--- config.mk ---
export PLATFORM = sky130hd
export DESIGN_NAME = snoop_issue_ctrl
export DESIGN_NICKNAME = d
export VERILOG_FILES = /design/src/core/ack_order_queue.v /design/src/core/snoop_issue_ctrl.v
export VERILOG_INCLUDE_DIRS = /design/src /design/src/pkg
export SDC_FILE = /design/constraint.sdc
export NUM_CORES = 1
export LEC_CHECK = 0
export CAP_MARGIN = 40
export CORE_MARGIN = 2
export CORE_UTILIZATION = 45
export CTS_CLUSTER_SIZE = 28
export DETAILED_ROUTE_END_ITERATION = 16
export DONT_BUFFER_PORTS = 1
export PLACE_DENSITY_LB_ADDON = 0.3
export SLEW_MARGIN = 20
export SYNTH_ARGS = -nofsm -noshare
export SYNTH_HDL_FRONTEND = slang
export SYNTH_SLANG_ARGS = --single-unit
--- constraint.sdc ---
create_clock -name ref_clk -period 4.65 [get_ports ref_clk]
set_clock_uncertainty 0.2 [all_clocks]
set_input_delay 0.2325 -clock ref_clk [delete_from_list [all_inputs] [get_ports ref_clk]]
set_output_delay 0.2325 -clock ref_clk [all_outputs]
set_load 0.02 [all_outputs]
--- src/pkg/coh_snoop_regs.vh ---
// Constants for the coherent interconnect snoop issue controller.
// Operation
// - Read ack is a one-cycle pulse, always taken in that cycle.
// - Read acknowledges carry no ID; the read tracker matches them in last-beat order.
// - Non-DVM snoop waits for earlier same-line transactions to be acknowledged.
// - Per ID, write responses return in write address issue order.
// - Exclusive-okay write response only for non-snooping writes.
// - Write ack is a one-cycle pulse, accepted in that same cycle.
// - Every write, barriers too, is acked, matched in write response order.
// - Read response bits 3:2 are zero for invalidates, barriers and DVM.
// - Non-snooping, write-back/clean/evict and evict are never snooped.
// - Unique writes and clean/make-unique become clean/make-invalid snoops.
// - Read-once and unique writes are widened to a full cache line.
// - Snoop valid and its address, protection and type held until ready.
// - Snoop addresses are aligned to the snoop data bus width in bytes.
// - Snoop type is four bits; only defined encodings are ever issued.
// - Snoop address width is a parameter; snoop protection is three bits.
`ifndef COH_SNOOP_REGS_VH
`define COH_SNOOP_REGS_VH

// ----------------------------------------------------------------------
// Snoop type encodings
// ----------------------------------------------------------------------
`define SNP_READ_ONCE 4'h0
`define SNP_READ_SHARED 4'h1
`define SNP_READ_CLEAN 4'h2
`define SNP_READ_NSD 4'h3
`define SNP_READ_UNIQUE 4'h7
`define SNP_CLEAN_SHARED 4'h8
`define SNP_CLEAN_INVALID 4'h9
`define SNP_MAKE_INVALID 4'hD
`define SNP_DVM_COMPLETE 4'hE
`define SNP_DVM_MESSAGE 4'hF

// ----------------------------------------------------------------------
// Originating transaction kinds on the user side
// ----------------------------------------------------------------------
`define SRC_READ_NO_SNOOP 5'h00
`define SRC_READ_ONCE 5'h01
`define SRC_READ_CLEAN 5'h02
`define SRC_READ_NSD 5'h03
`define SRC_READ_SHARED 5'h04
`define SRC_READ_UNIQUE 5'h05
`define SRC_CLEAN_UNIQUE 5'h06
`define SRC_MAKE_UNIQUE 5'h07
`define SRC_CLEAN_SHARED 5'h08
`define SRC_CLEAN_INVALID 5'h09
`define SRC_MAKE_INVALID 5'h0A
`define SRC_WRITE_NO_SNOOP 5'h0B
`define SRC_WRITE_UNIQUE 5'h0C
`define SRC_WRITE_LINE_UNIQUE 5'h0D
`define SRC_WRITE_BACK 5'h0E
`define SRC_WRITE_CLEAN 5'h0F
`define SRC_WRITE_EVICT 5'h10
`define SRC_EVICT 5'h11
`define SRC_BARRIER 5'h12
`define SRC_DVM_MESSAGE 5'h13
`define SRC_DVM_COMPLETE 5'h14

// ----------------------------------------------------------------------
// Response codes and reset values
// ----------------------------------------------------------------------
`define RESP_OKAY 2'h0
`define RESP_EXOKAY 2'h1
`define AC_SNOOP_RST 4'h0
`define AC_PROT_RST 3'h0

`endif

--- src/core/ack_order_queue.v ---
// In-order queue of outstanding acknowledge addresses with a match port.
`timescale 1ns/10ps
module ack_order_queue #(
    parameter DEPTH = 4,
    parameter PTR_W = 2,
    parameter W = 33
) (
    input wire ref_clk,
    input wire rst,
    input wire push,
    input wire [W-1:0] push_data,
    input wire pop,
    input wire [W-1:0] match_data,
    output wire full,
    output wire empty,
    output reg hit
);
    reg [W-1:0] mem [0:DEPTH-1];
    reg [DEPTH-1:0] vld_ff;
    reg [PTR_W-1:0] wr_ff;
    reg [PTR_W-1:0] rd_ff;
    wire do_push;
    wire do_pop;
    integer i;

    assign full = &vld_ff;
    assign empty = ~|vld_ff;
    assign do_push = push & ~full;
    assign do_pop = pop & ~empty;

    // --------------------------------------------------------------
    // Storage and pointers
    // --------------------------------------------------------------
    always @(posedge ref_clk) begin
        if (rst) begin
            vld_ff <= {DEPTH{1'b0}};
            wr_ff <= {PTR_W{1'b0}};
            rd_ff <= {PTR_W{1'b0}};
        end else begin
            if (do_push) begin
                mem[wr_ff] <= push_data;
                vld_ff[wr_ff] <= 1'b1;
                wr_ff <= wr_ff + 1'b1;
            end
            // Acks pair with the oldest entry, as they carry no ID.
            if (do_pop) begin
                vld_ff[rd_ff] <= 1'b0;
                rd_ff <= rd_ff + 1'b1;
            end
        end
    end

    // --------------------------------------------------------------
    // Address match over every live entry
    // --------------------------------------------------------------
    always @* begin
        hit = 1'b0;
        for (i = 0; i < DEPTH; i = i + 1) begin
            if (vld_ff[i] && mem[i] == match_data) begin
                hit = 1'b1;
            end
        end
    end
endmodule // ack_order_queue

--- src/core/snoop_issue_ctrl.v ---
// Interconnect-side controller driving a cached master's snoop channel.
`timescale 1ns/10ps
`include "coh_snoop_regs.vh"
module snoop_issue_ctrl #(
    parameter AC_ADDR_W = 32,
    parameter LINE_SHIFT = 6,
    parameter DATA_SHIFT = 4,
    parameter TRK_DEPTH = 4,
    parameter TRK_PTR_W = 2
) (
    input wire ref_clk,
    input wire rst,
    input wire req_valid,
    input wire [4:0] req_kind,
    input wire [AC_ADDR_W-1:0] req_addr,
    input wire [2:0] req_prot,
    output wire req_ready,
    output wire acvalid,
    input wire acready,
    output wire [AC_ADDR_W-1:0] acaddr,
    output wire [3:0] acsnoop,
    output wire [2:0] acprot,
    input wire rvalid,
    input wire rready,
    input wire rlast,
    input wire [4:0] rd_kind,
    input wire [AC_ADDR_W-1:0] rd_addr,
    input wire [2:0] rd_prot,
    input wire rd_shared_in,
    input wire rd_dirty_in,
    output wire [1:0] rresp_hi,
    output wire rd_room,
    input wire rack,
    input wire bvalid,
    input wire bready,
    input wire [4:0] wr_kind,
    input wire [AC_ADDR_W-1:0] wr_addr,
    input wire [2:0] wr_prot,
    input wire [1:0] bresp_in,
    output wire [1:0] bresp,
    output wire wr_room,
    input wire wack
);
    localparam ST_IDLE = 2'h0;
    localparam ST_HOLD = 2'h1;
    localparam ST_SEND = 2'h2;
    localparam KEY_W = AC_ADDR_W + 1;

    reg [1:0] state_ff;
    reg [1:0] nxt_state;
    reg acvalid_ff;
    reg nxt_acvalid;
    reg [AC_ADDR_W-1:0] acaddr_ff;
    reg [AC_ADDR_W-1:0] nxt_acaddr;
    reg [3:0] acsnoop_ff;
    reg [3:0] nxt_acsnoop;
    reg [2:0] acprot_ff;
    reg [2:0] nxt_acprot;
    reg is_dvm_ff;
    reg nxt_is_dvm;
    reg drop;
    reg [3:0] snp_code;
    reg widen;
    wire rd_done;
    wire wr_done;
    wire rd_hit;
    wire wr_hit;
    wire rd_full;
    wire wr_full;
    wire [KEY_W-1:0] snp_key;

    // --------------------------------------------------------------
    // Address helpers
    // --------------------------------------------------------------
    function [AC_ADDR_W-1:0] align;
        input [AC_ADDR_W-1:0] a;
        input integer sh;
        begin
            align = (a >> sh) << sh;
        end
    endfunction

    // The secure bit acts as one more address bit in the hazard key.
    function [KEY_W-1:0] line_key;
        input prot1;
        input [AC_ADDR_W-1:0] a;
        begin
            line_key = {prot1, align(a, LINE_SHIFT)};
        end
    endfunction

    function no_share_bits;
        input [4:0] k;
        begin
            case (k)
                `SRC_CLEAN_INVALID: no_share_bits = 1'b1;
                `SRC_MAKE_INVALID: no_share_bits = 1'b1;
                `SRC_BARRIER: no_share_bits = 1'b1;
                `SRC_DVM_MESSAGE: no_share_bits = 1'b1;
                `SRC_DVM_COMPLETE: no_share_bits = 1'b1;
                default: no_share_bits = 1'b0;
            endcase
        end
    endfunction

    // --------------------------------------------------------------
    // Response gating on the read and write response paths
    // --------------------------------------------------------------
    // These pass straight through so the response bits land in the
    // same beat as the data they qualify.
    assign rresp_hi = no_share_bits(rd_kind) ? 2'h0 :
        {rd_shared_in, rd_dirty_in};
    assign bresp = (bresp_in == `RESP_EXOKAY &&
        wr_kind != `SRC_WRITE_NO_SNOOP) ? `RESP_OKAY : bresp_in;

    // --------------------------------------------------------------
    // Acknowledge tracking
    // --------------------------------------------------------------
    assign rd_done = rvalid & rready & rlast;
    assign wr_done = bvalid & bready;
    assign rd_room = ~rd_full;
    assign wr_room = ~wr_full;
    assign snp_key = {acprot_ff[1], acaddr_ff};

    // Acks need no ready: they pop the queue in the cycle they arrive.
    ack_order_queue #(
        .DEPTH(TRK_DEPTH),
        .PTR_W(TRK_PTR_W),
        .W(KEY_W)
    ) u_rd_trk (
        .ref_clk(ref_clk),
        .rst(rst),
        .push(rd_done),
        .push_data(line_key(rd_prot[1], rd_addr)),
        .pop(rack),
        .match_data(snp_key),
        .full(rd_full),
        .empty(),
        .hit(rd_hit)
    );

    // Write responses are forwarded in the order the user presents
    // them, which is issue order per ID on the write address path.
    ack_order_queue #(
        .DEPTH(TRK_DEPTH),
        .PTR_W(TRK_PTR_W),
        .W(KEY_W)
    ) u_wr_trk (
        .ref_clk(ref_clk),
        .rst(rst),
        .push(wr_done),
        .push_data(line_key(wr_prot[1], wr_addr)),
        .pop(wack),
        .match_data(snp_key),
        .full(wr_full),
        .empty(),
        .hit(wr_hit)
    );

    // --------------------------------------------------------------
    // Filtering and conversion of originating transactions
    // --------------------------------------------------------------
    always @* begin
        drop = 1'b0;
        widen = 1'b1;
        snp_code = `SNP_READ_ONCE;
        case (req_kind)
            `SRC_READ_ONCE: snp_code = `SNP_READ_ONCE;
            `SRC_READ_CLEAN: snp_code = `SNP_READ_CLEAN;
            `SRC_READ_NSD: snp_code = `SNP_READ_NSD;
            `SRC_READ_SHARED: snp_code = `SNP_READ_SHARED;
            `SRC_READ_UNIQUE: snp_code = `SNP_READ_UNIQUE;
            `SRC_CLEAN_UNIQUE: snp_code = `SNP_CLEAN_INVALID;
            `SRC_MAKE_UNIQUE: snp_code = `SNP_MAKE_INVALID;
            `SRC_CLEAN_SHARED: snp_code = `SNP_CLEAN_SHARED;
            `SRC_CLEAN_INVALID: snp_code = `SNP_CLEAN_INVALID;
            `SRC_MAKE_INVALID: snp_code = `SNP_MAKE_INVALID;
            `SRC_WRITE_UNIQUE: snp_code = `SNP_CLEAN_INVALID;
            `SRC_WRITE_LINE_UNIQUE: snp_code = `SNP_MAKE_INVALID;
            `SRC_DVM_MESSAGE: begin
                snp_code = `SNP_DVM_MESSAGE;
                widen = 1'b0;
            end
            `SRC_DVM_COMPLETE: begin
                snp_code = `SNP_DVM_COMPLETE;
                widen = 1'b0;
            end
            // Anything else, unknown kinds too, is never snooped, so
            // no reserved type can reach the master.
            default: drop = 1'b1;
        endcase
    end

    // --------------------------------------------------------------
    // Snoop issue state machine
    // --------------------------------------------------------------
    assign req_ready = (state_ff == ST_IDLE);

    always @* begin
        nxt_state = state_ff;
        nxt_acvalid = acvalid_ff;
        nxt_acaddr = acaddr_ff;
        nxt_acsnoop = acsnoop_ff;
        nxt_acprot = acprot_ff;
        nxt_is_dvm = is_dvm_ff;
        case (state_ff)
            ST_IDLE: begin
                if (req_valid && !drop) begin
                    nxt_acsnoop = snp_code;
                    nxt_acprot = req_prot;
                    nxt_is_dvm = ~widen;
                    if (widen) begin
                        nxt_acaddr = align(req_addr, LINE_SHIFT);
                    end else begin
                        nxt_acaddr = align(req_addr, DATA_SHIFT);
                    end
                    nxt_state = ST_HOLD;
                end
            end
            ST_HOLD: begin
                // Conservative: any tracked entry on the same line and security space
                // holds back a non-DVM snoop, so a busy line can delay it for long.
                if (is_dvm_ff || !(rd_hit || wr_hit)) begin
                    nxt_acvalid = 1'b1;
                    nxt_state = ST_SEND;
                end
            end
            ST_SEND: begin
                // Fields stay frozen from HOLD until the master takes it.
                if (acready) begin
                    nxt_acvalid = 1'b0;
                    nxt_state = ST_IDLE;
                end
            end
            default: begin
                nxt_acvalid = 1'b0;
                nxt_state = ST_IDLE;
            end
        endcase
    end

    always @(posedge ref_clk) begin
        if (rst) begin
            state_ff <= ST_IDLE;
            acvalid_ff <= 1'b0;
            acaddr_ff <= {AC_ADDR_W{1'b0}};
            acsnoop_ff <= `AC_SNOOP_RST;
            acprot_ff <= `AC_PROT_RST;
            is_dvm_ff <= 1'b0;
        end else begin
            state_ff <= nxt_state;
            acvalid_ff <= nxt_acvalid;
            acaddr_ff <= nxt_acaddr;
            acsnoop_ff <= nxt_acsnoop;
            acprot_ff <= nxt_acprot;
            is_dvm_ff <= nxt_is_dvm;
        end
    end

    assign acvalid = acvalid_ff;
    assign acaddr = acaddr_ff;
    assign acsnoop = acsnoop_ff;
    assign acprot = acprot_ff;
endmodule // snoop_issue_ctrl

==> run_results.csv, run 1 <==
group,metric,value,unit
status,outcome,"complete, no violations",
logic_synthesis,per_instance_average_area_after_synthesis,13.7,µm²
detailed_routing,route.detailed.vias_per_inst,5.41,
timing,finalSetupViolations,0,
clock_network,clkSlewWorstSetupHoldPaths,0.06,ns
setup_path,worst_ep_arrival_time,3.63,ns
placement,hpwlAfterDp,20.4,mm
global_route,number_of_global_route_vias_before_repair,7679,
floorplanning,dieWidth,166,µm
setup_path,startpoint_type,"register",
logic_synthesis,ys_top_cells_by_area,"sky130_fd_sc_hd__edfxtp_1, sky130_fd_sc_hd__xnor2_1, sky130_fd_sc_hd__dfxtp_1",
setup_path,cpLargestDelayFamily,"buffers and inverters",
power,power.density,368,mW/mm²
min_path,worst_hold_startpoint,"req_valid",
global_route,groute.usage.overall,0.219,
detailed_routing,ant_nets,0,
clock_network,clk_latency,0.54,ns
setup_path,setup.worst_path.class,"register to register",
logic_synthesis,postSynth.asyncResetShare,0,
power,irDropWorstVdd,0.000272,V
timing,finalMaxSlewViolations,0,
setup_path,cp_max_fo,38,
global_route,antenna_found_initial,2,
detailed_routing,avgRoutedWirePerCell,22.5,µm
logic_synthesis,synthFlopType,"sky130_fd_sc_hd__edfxtp_1",
timing,rsz0062_at_grt,"false",
timing,timing.max_slew.rel_slack,0.419,
floorplanning,die_area,0.0276,mm²
clock_network,cts_buffers,28,
placement,detailed_place.area,0.0122,mm²
global_route,gr-total-overflow,0,
placement,buffer_ports.inserted,0,
logic_synthesis,synth_edf_count,216,
clock_network,ctsLongestPathBuffers,3,
detailed_routing,drt_wl_total,30.6,mm
power,power.leakage,0.00445,µW
clock_network,cts-root-buf,"sky130_fd_sc_hd__clkbuf_16",
finish,design_area,0.0145,mm²
detailed_routing,vias,7357,
logic_synthesis,postSynthCellCount,862,
logic_synthesis,synth.cell_area,0.0118,mm²
logic_synthesis,ys_types,52,
detailed_routing,initialDrtViolationCount,505,
timing,max_clock_freq,299,MHz
logic_synthesis,yosys_warnings,0,
timing,layout_min_cycle_time,3.35,ns
logic_synthesis,post_synthesis_sequential_area_ratio,0.642,
floorplanning,io_pins,182,
setup_path,startpoint,"state_ff[1]",
clock_network,cts_tree,"done",
timing,layout_worst_path_cycle_share,0.720,
finish,num-nets-final,1153,
logic_synthesis,yosysTopAreaCell,"sky130_fd_sc_hd__edfxtp_1",
setup_path,critPathMaxStageDelay,0.69,ns
logic_synthesis,yosys_register_bits,271,
setup_path,critical_path.cell_chain,"nor2_1 > o311a_4 > nand2_1 > dlygate4sd3_1 > a21oi_1 > dlygate4sd3_1",
logic_synthesis,netlist.area_leader.share,0.549,
detailed_routing,detailedRoute.firstPassIterationCount,5,
min_path,holdCritPathClass,"input pin to register",
detailed_routing,route.detailed.drc,0,
setup_path,critical_path.most_common_cell,"sky130_fd_sc_hd__dlygate4sd3_1",
global_route,grt_first_pass_wirelength,46.2,mm
setup_path,worst-endpoint-required,4.94,ns
clock_network,ctsResizeCount,0,
timing,setup-tns-final,0,ns
finish,drive_above_1_share,0.0910,
setup_path,critical_path.endpoint_type,"register",
timing,slew_at_the_pin_closest_to_its_max_slew_limit,0.871,ns
floorplanning,initial_util,0.456,
global_route,grt_start_max_net_pins,57,
clock_network,tritoncts_num_sinks,271,
finish,areaGrowthSynthToFinish,22.6,%
flow_run,maxCapViolations,0,
setup_path,r2r_path_start,"state_ff[1]",
timing,hold_viol,0,
floorplanning,dieHeight,166,µm
floorplanning,core_region_area,0.0259,mm²
placement,gp_congestion,0.794,
floorplanning,core.rowCount,59,
clock_network,htree_num_levels,1,
power,p_total,5320,µW
setup_path,path_buf_inv,2,
setup_path,cpMaxStageDelayCell,"sky130_fd_sc_hd__o311a_4",
[placed cells by master (no fill, tap or decap), types with 6 or more instances in the layout]
cell type,n
sky130_fd_sc_hd__clkbuf_1,11
sky130_fd_sc_hd__ha_1,16
sky130_fd_sc_hd__a21oi_2,16
sky130_fd_sc_hd__dlygate4sd3_1,133
sky130_fd_sc_hd__a21oi_1,29
sky130_fd_sc_hd__clkbuf_16,29
sky130_fd_sc_hd__nor2_1,22
sky130_fd_sc_hd__and2_1,6
sky130_fd_sc_hd__dfxtp_1,55
sky130_fd_sc_hd__inv_1,10
sky130_fd_sc_hd__nor4_1,8
sky130_fd_sc_hd__nand2_1,54
sky130_fd_sc_hd__buf_8,14
sky130_fd_sc_hd__buf_4,9
sky130_fd_sc_hd__xnor2_1,220
sky130_fd_sc_hd__nor3_1,11
sky130_fd_sc_hd__nand4_1,59
sky130_fd_sc_hd__nand2_2,10
sky130_fd_sc_hd__edfxtp_1,216
sky130_fd_sc_hd__o21ai_0,6
sky130_fd_sc_hd__a211oi_1,9
sky130_fd_sc_hd__nor3b_1,12
[worst reg2reg max path, cell delays in order, from the launching register on]
cell	delay [ns]
sky130_fd_sc_hd__dfxtp_1	0.35
sky130_fd_sc_hd__nor2_1	0.58
sky130_fd_sc_hd__o311a_4	0.69
sky130_fd_sc_hd__nand2_1	0.12
sky130_fd_sc_hd__dlygate4sd3_1	0.57
sky130_fd_sc_hd__a21oi_1	0.20
sky130_fd_sc_hd__dlygate4sd3_1	0.59
[report_power, final]
group          switching, µW  total [µW]  leakage, µW  internal (µW)
Clock                    889        2140     0.000424           1250
Sequential              83.6        2740      0.00240           2660
Combinational            224         441      0.00163            217
Total                   1200        5320      0.00445           4130
[registers in the layout, indices dropped and copies added, names as in the netlist, 2 cells and up]
register	cells
acprot	3
u_rd_trk.rd_ff	2
state_ff	2
u_rd_trk.mem	108
u_wr_trk.vld_ff	4
u_wr_trk.mem	108
u_wr_trk.rd_ff	2
u_wr_trk.wr_ff	2
u_rd_trk.vld_ff	4
u_rd_trk.wr_ff	2
acsnoop	4
acaddr	28
[synthesized netlist by cell type, types with 6 or more instances]
cell and instances:
sky130_fd_sc_hd__nor3b_1 12, sky130_fd_sc_hd__nor4_1 8, sky130_fd_sc_hd__nand2_1 54, sky130_fd_sc_hd__nand4_1 59
sky130_fd_sc_hd__and2_1 6, sky130_fd_sc_hd__edfxtp_1 216, sky130_fd_sc_hd__buf_4 6, sky130_fd_sc_hd__clkbuf_1 9
sky130_fd_sc_hd__a21oi_2 16, sky130_fd_sc_hd__nor2_1 22, sky130_fd_sc_hd__nor3_1 11, sky130_fd_sc_hd__nand2_2 10
sky130_fd_sc_hd__inv_1 10, sky130_fd_sc_hd__a211oi_1 9, sky130_fd_sc_hd__o21ai_0 6, sky130_fd_sc_hd__buf_2 32
sky130_fd_sc_hd__xnor2_1 220, sky130_fd_sc_hd__dfxtp_1 55, sky130_fd_sc_hd__a21oi_1 29, sky130_fd_sc_hd__ha_1 16
[metal layers]
metal	wire, µm	GRT usage	share of wire	vias up
met5	0	0	0	-
met4	627	0.0624	0.020	0
met3	1630	0.0400	0.053	50
met2	15400	0.382	0.51	251
met1	12900	0.282	0.42	3697
li1	-	-	-	3359
[metrics by stage]
step / hold slack [ns] / cells / setup WS (ns) / utilization
6_report: 0.0164 / 1359 / 1.30 / 0.559
5_1_grt: 0.0199 / 1359 / 1.18 / 0.559
4_1_cts: 0.000491 / 1352 / 1.44 / 0.556
3_5_place_dp: 0.100 / 1168 / 2.14 / 0.470
3_3_place_gp: 0.100 / 1157 / 2.03 / 0.464
2_1_floorplan: 0.131 / 865 / 2.26 / -
[cell type report]
type                            count  area [µm²]
Antenna cell                        2        5.00
Clock buffer                       40         767
Clock inverter                     10         106
Fill cell                        2062       11400
Inverter                           10        37.5
Multi-Input combinational cell    532        3900
Sequential cell                   271        7590
Tap cell                          335         419
Timing Repair Buffer              159        1660
[what timing repair did]
action | 4_1_cts | 5_1_grt
endpoints found under the hold margin | 271 | 0
setup buffers | 0 | 0
endpoints found under the setup margin | 0 | 0
hold buffers | 134 | 0
[path summary, 6_finish.rpt]
| kind | to | cells past startpoint | slack, ns |
|---|---|---|---|
| setup / recovery | acaddr[11] | 6 | 1.30 |
| setup reg to reg | acaddr[11] | 6 | 1.30 |
| hold reg to reg | u_rd_trk.vld_ff[2] | 2 | 0.35 |
| hold / removal | acaddr[26] | 3 | 0.02 |
[cell families (layout without fill, tap and decap cells)]
group | after synthesis | in the layout | synth area share
compound gates | 85 | 85 | 0.0526
xor+xnor | 221 | 221 | 0.164
fa+ha+maj | 16 | 16 | 0.0169
buf+inv | 62 | 219 | 0.0287
flops | 271 | 271 | 0.642
mux | 5 | 5 | 0.00434
other cells | 1 | 6 | 0.000317
simple gates | 201 | 201 | 0.0914
(Power assumes the default switching activity.)
==> inputs of run 2 (changes only) <==
clock period = 3.1 ns   (was 4.65 ns; I/O delays follow)
==> run_results.csv, run 2 (synthesized netlist as in run 1, its figures left out) <==
group,metric,value,unit
status,outcome,"complete, no violations",
finish,mostFrequentLayoutCells,"sky130_fd_sc_hd__xnor2_1, sky130_fd_sc_hd__edfxtp_1, sky130_fd_sc_hd__dlygate4sd3_1",
setup_path,worst_ep_arrival_time,3.18,ns
setup_path,cp_max_fo,10,
setup_path,critical_path.endpoint_type,"register",
detailed_routing,route.detailed.vias_per_inst,5.35,
placement,placedCellCount,1188,
placement,detailed_place.area,0.0122,mm²
global_route,grt_start_max_net_pins,57,
floorplanning,initial_util,0.456,
finish,areaGrowthSynthToFinish,23.7,%
finish,drive_above_1_share,0.108,
detailed_routing,vias,7403,
global_route,gr-total-overflow,0,
global_route,met1_usage,0.273,
floorplanning,die_area,0.0276,mm²
detailed_routing,initialDrtViolationCount,595,
clock_network,clk_latency,0.56,ns
setup_path,setup.worst_path.class,"input pin to register",
power,share_comb_of_total_power,0.085,
timing,layout_worst_path_cycle_share,0.934,
min_path,worst_hold_startpoint,"rst",
timing,finalSetupViolations,0,
timing,max_clock_freq,345,MHz
clock_network,tritoncts_num_sinks,271,
power,power.net_switching,1820,µW
clock_network,clkSlewWorstSetupHoldPaths,0.06,ns
clock_network,cts_buffers,28,
timing,setup-tns-final,0,ns
timing,layout_min_cycle_time,2.90,ns
floorplanning,io_pins,182,
setup_path,r2r_path_start,"state_ff[1]",
setup_path,startpoint_type,"input pin",
power,share_clk_of_total_power,0.403,
power,power.leakage,0.00450,µW
global_route,antenna_found_initial,3,
flow_run,maxCapViolations,0,
timing,rsz0062_at_grt,"false",
floorplanning,dieHeight,166,µm
finish,design_area,0.0146,mm²
clock_network,post_cts.repair.setup_buffers,0,
finish,filler_cell_count,2036,
global_route,groute.usage.overall,0.212,
timing,finalMaxSlewViolations,0,
floorplanning,core.rowCount,59,
global_route,number_of_global_route_vias_before_repair,7438,
setup_path,r2r.worst_path.cells,6,
detailed_routing,route.detailed.drc,0,
clock_network,ctsLongestPathBuffers,3,
finish,ff_latch_area,0.00759,mm²
min_path,hold_depth,3,
power,irDropWorstVdd,0.000392,V
setup_path,reg2reg_setup_slack,0.28,ns
placement,gp_congestion,0.810,
power,power.density,547,mW/mm²
placement,hpwlAfterDp,20.1,mm
clock_network,cts_tree,"done",
detailed_routing,drt_wl_total,29.8,mm
timing,timing.max_slew.rel_slack,0.477,
min_path,holdPathEnd,"u_wr_trk.mem[0][10]",
detailed_routing,detailedRoute.firstPassIterationCount,5,
timing,hold_viol,0,
floorplanning,dieWidth,166,µm
clock_network,htree_num_levels,1,
detailed_routing,ant_nets,0,
finish,multi_input_combinational_cell_area,0.00390,mm²
finish,num-nets-final,1179,
timing,slew_at_the_pin_closest_to_its_max_slew_limit,0.783,ns
placement,buffer_ports.inserted,0,
min_path,holdCritPathClass,"input pin to register",
finish,layout.cells.non_filler,1385,
global_route,grt_most_used_layer,"met2",
power,power_frac_seq,0.512,
global_route,groute.layer.met2.usage,0.352,
detailed_routing,avgRoutedWirePerCell,21.5,µm
global_route,grt.met3_usage,0.0486,
floorplanning,core_region_area,0.0259,mm²
finish,final_common_cell,"sky130_fd_sc_hd__xnor2_1",
power,power.share.switching,0.227,
setup_path,worst-endpoint-required,3.38,ns
power,intPower,6180,µW
setup_path,reg2reg_to,"acsnoop[3]",
global_route,grt_first_pass_wirelength,44.9,mm
clock_network,cts-root-buf,"sky130_fd_sc_hd__clkbuf_16",
[run 2: cell types whose count changed in the layout (fill, tap and decap cells not counted)]
cell | before | now
sky130_fd_sc_hd__clkbuf_1 | 11 | 7
sky130_fd_sc_hd__dlymetal6s4s_1 | 0 | 1
sky130_fd_sc_hd__clkbuf_16 | 29 | 28
sky130_fd_sc_hd__clkbuf_8 | 0 | 5
sky130_fd_sc_hd__clkinv_8 | 1 | 0
sky130_fd_sc_hd__clkinv_16 | 0 | 1
sky130_fd_sc_hd__buf_8 | 14 | 0
sky130_fd_sc_hd__clkinv_2 | 3 | 4
sky130_fd_sc_hd__buf_4 | 9 | 40
sky130_fd_sc_hd__dlygate4sd3_1 | 133 | 143
sky130_fd_sc_hd__bufinv_16 | 2 | 1
sky130_fd_sc_hd__buf_6 | 2 | 0
sky130_fd_sc_hd__clkinvlp_4 | 0 | 1
sky130_fd_sc_hd__clkinv_1 | 4 | 3
[run 2: repair_timing]
item	CTS	global route
hold endpoints to repair	271	0
gates resized for setup	0	1
endpoints found under the setup margin	0	2
hold buffers	145	0
[run 2: how the worst max path moves through the flow]
stage                       start                  to  slack, ns  cells past startpoint
3_3_place_gp           acaddr[21]         state_ff[0]       0.66                      6
5_1_grt               req_kind[3]          acsnoop[0]       0.07                      8
4_1_cts               req_kind[3]          acsnoop[0]       0.26                      8
2_1_floorplan  u_rd_trk.vld_ff[3]  u_rd_trk.mem[0][0]       0.71                      4
6_report              req_kind[3]          acsnoop[0]       0.20                      8
3_5_place_dp           acaddr[21]         state_ff[0]       0.64                      6
[run 2: cell type report]
| class | count | area share |
|---|---|---|
| antenna | 2 | 0.000342 |
| clock buffer | 40 | 0.0544 |
| clock inverter | 10 | 0.00676 |
| inverter | 10 | 0.00257 |
| multi-input combinational | 532 | 0.267 |
| sequential | 271 | 0.519 |
| tap | 335 | 0.0287 |
| timing repair buffer | 185 | 0.121 |
[run 2: stage by stage]
stage               worst slack (ns)  total power [µW]  hold slack, ns   util
global placement               0.658              4640          0.0228  0.473
global route                  0.0705              8250          0.0673  0.564
detailed placement             0.642              4640          0.0230  0.473
floorplan                      0.715              4530          0.0539      -
CTS                            0.260              8040          0.0489  0.564
finish                         0.204              8000          0.0508  0.564
[run 2: per-layer routing]
layer / share of wire / wire length (µm)
met1: 0.41 / 12200
met2: 0.49 / 14500
met3: 0.070 / 2090
met4: 0.034 / 1020
met5: 0.00044 / 13
[run 2: power by group through the flow]
stage	combinational (µW)	clock, µW	sequential (µW)
finish	677	3220	4100
global placement	463	0	4170
floorplan	408	0	4120
CTS	673	3270	4100
detailed placement	466	0	4180
global route	729	3420	4110
[run 2: critical path, stage by stage]
cell and delay, ns:
sky130_fd_sc_hd__dlygate4sd3_1 0.81, sky130_fd_sc_hd__a21oi_1 0.13, sky130_fd_sc_hd__a21oi_1 0.11, sky130_fd_sc_hd__dlygate4sd3_1 0.55, sky130_fd_sc_hd__nand2_1 0.05, sky130_fd_sc_hd__dlygate4sd3_1 0.57, sky130_fd_sc_hd__a311oi_2 0.22, sky130_fd_sc_hd__dlygate4sd3_1 0.56
==> inputs of run 3 (changes only) <==
CELL_PAD_IN_SITES_DETAIL_PLACEMENT = 1   (was unset)
CELL_PAD_IN_SITES_GLOBAL_PLACEMENT = 1   (was unset)
==> run_results.csv, run 3 (synthesized netlist as in run 1, its figures left out) <==
group,metric,value,unit
setup_path,cpMaxStageDelayCell,"sky130_fd_sc_hd__o311a_4",
floorplanning,core.rowCount,59,
setup_path,worst_ep_arrival_time,3.15,ns
setup_path,critical_path.endpoint_type,"register",
floorplanning,io_pins,182,
detailed_routing,detailedRoute.firstPassIterationCount,6,
detailed_routing,route.detailed.vias_per_inst,5.44,
global_route,antenna_found_initial,4,
clock_network,clk_latency,0.55,ns
timing,hold_viol,0,
setup_path,cp_max_fo,38,
setup_path,critPathMaxStageDelay,0.71,ns
finish,areaGrowthSynthToFinish,23.5,%
clock_network,clkSlewWorstSetupHoldPaths,0.06,ns
timing,slew_at_the_pin_closest_to_its_max_slew_limit,0.763,ns
timing,timing.max_slew.rel_slack,0.491,
clock_network,post_cts_hold_buffer_count,135,
global_route,grt_most_used_layer,"met2",
timing,finalSetupViolations,0,
global_route,groute.layer.met2.usage,0.441,
clock_network,cts-root-buf,"sky130_fd_sc_hd__clkbuf_16",
placement,placedCellCount,1195,
placement,pre_cts_ws,0.612,ns
timing,worst_slack,0.183,ns
timing,setup-tns-final,0,ns
clock_network,htree_num_levels,1,
timing,layout_min_cycle_time,2.92,ns
setup_path,setup.worst_path.class,"register to register",
finish,layout.cells.non_filler,1387,
finish,num-nets-final,1177,
global_route,grt.met3_usage,0.0336,
clock_network,post_cts.repair.setup_buffers,0,
setup_path,critical_path.cell_chain,"nor2_1 > o311a_4 > nand3_1 > dlygate4sd3_1 > a21oi_1",
power,power.density,560,mW/mm²
min_path,holdCritPathClass,"input pin to register",
floorplanning,dieHeight,166,µm
global_route,grt_start_max_net_pins,57,
finish,filler_cell_count,2500,
detailed_routing,vias,7539,
timing,finalMaxSlewViolations,0,
global_route,met1_usage,0.309,
timing,max_clock_freq,343,MHz
floorplanning,dieWidth,166,µm
global_route,number_of_global_route_vias_before_repair,8224,
detailed_routing,ant_nets,0,
setup_path,startpoint_type,"register",
finish,drive_above_1_share,0.119,
finish,mostFrequentLayoutCells,"sky130_fd_sc_hd__xnor2_1, sky130_fd_sc_hd__edfxtp_1, sky130_fd_sc_hd__dlygate4sd3_1",
floorplanning,core_region_area,0.0259,mm²
clock_network,tritoncts_num_sinks,271,
detailed_routing,drt_wl_total,33.9,mm
floorplanning,die_area,0.0276,mm²
detailed_routing,initialDrtViolationCount,487,
power,power.leakage,0.00453,µW
power,irDropWorstVdd,0.000590,V
finish,final_common_cell,"sky130_fd_sc_hd__xnor2_1",
timing,layout_worst_path_cycle_share,0.941,
clock_network,cts_tree,"done",
placement,hpwlAfterDp,21.9,mm
placement,buffer_ports.inserted,0,
global_route,grt_first_pass_wirelength,51.1,mm
floorplanning,initial_util,0.456,
timing,rsz0062_at_grt,"false",
status,outcome,"complete, no violations",
detailed_routing,avgRoutedWirePerCell,24.5,µm
clock_network,ctsResizeCount,0,
clock_network,ctsLongestPathBuffers,3,
flow_run,maxCapViolations,0,
detailed_routing,route.detailed.drc,0,
power,p_total,8170,µW
setup_path,worst-endpoint-required,3.34,ns
global_route,gr-total-overflow,0,
global_route,groute.usage.overall,0.245,
placement,gp_congestion,0.853,
clock_network,cts_buffers,29,
## run 3: cell types whose count changed in the layout (fill, tap and decap cells not counted), moves of 2 or more
cell | before | now
sky130_fd_sc_hd__dlygate4sd3_1 | 143 | 134
sky130_fd_sc_hd__buf_4 | 40 | 47
sky130_fd_sc_hd__clkinv_2 | 4 | 11
sky130_fd_sc_hd__clkbuf_8 | 5 | 0
sky130_fd_sc_hd__clkbuf_1 | 7 | 3
sky130_fd_sc_hd__bufinv_16 | 1 | 3
sky130_fd_sc_hd__clkinv_1 | 3 | 5
sky130_fd_sc_hd__diode_2 | 2 | 4
## run 3: worst paths after layout
kind / from / to / slack [ns] / cells after the start
setup / recovery: state_ff[1] / acaddr[5] / 0.18 / 5
hold / removal: rst / u_wr_trk.mem[1][22] / 0.07 / 3
setup reg to reg: state_ff[1] / acaddr[5] / 0.18 / 5
hold reg to reg: acaddr[11] / acaddr[11] / 0.32 / 2
## run 3: stage by stage
step,hold WS (ns),utilization,cell area (µm²)
floorplan,0.0539,-,11800
CTS,0.0644,0.563,14600
finish,0.0690,0.563,14600
global route,0.106,0.563,14600
detailed placement,0.0254,0.475,12300
global placement,0.0267,0.475,12300
## run 3: critical path: cells and delay by family, from the launching register on
| kind | cells | cell delay [ns] |
|---|---|---|
| AOI/OAI and AO/OA | 2 | 0.96 |
| and+or+nand+nor | 2 | 0.69 |
| buffers and inverters | 1 | 0.59 |
| DFF | 1 | 0.36 |
## run 3: layout make-up
cell class / count / area (µm²) / area share
timing repair buffer: 182 / 1720 / 0.118
clock inverter: 21 / 178 / 0.0122
sequential: 271 / 7590 / 0.520
clock buffer: 32 / 737 / 0.0505
antenna: 4 / 10.0 / 0.000686
multi-input combinational: 532 / 3900 / 0.267
tap: 335 / 419 / 0.0287
inverter: 10 / 37.5 / 0.00257
## run 3: layer usage
metal | wire (µm) | vias up | share of wire
met3 | 1500 | 66 | 0.044
li1 | - | 3408 | -
met5 | 0 | - | 0
met2 | 17700 | 230 | 0.52
met1 | 13800 | 3835 | 0.41
met4 | 965 | 0 | 0.028
## run 3: power breakdown
group,switching (µW),internal [µW]
Combinational,370,331
Clock,1410,1950
Sequential,114,3990
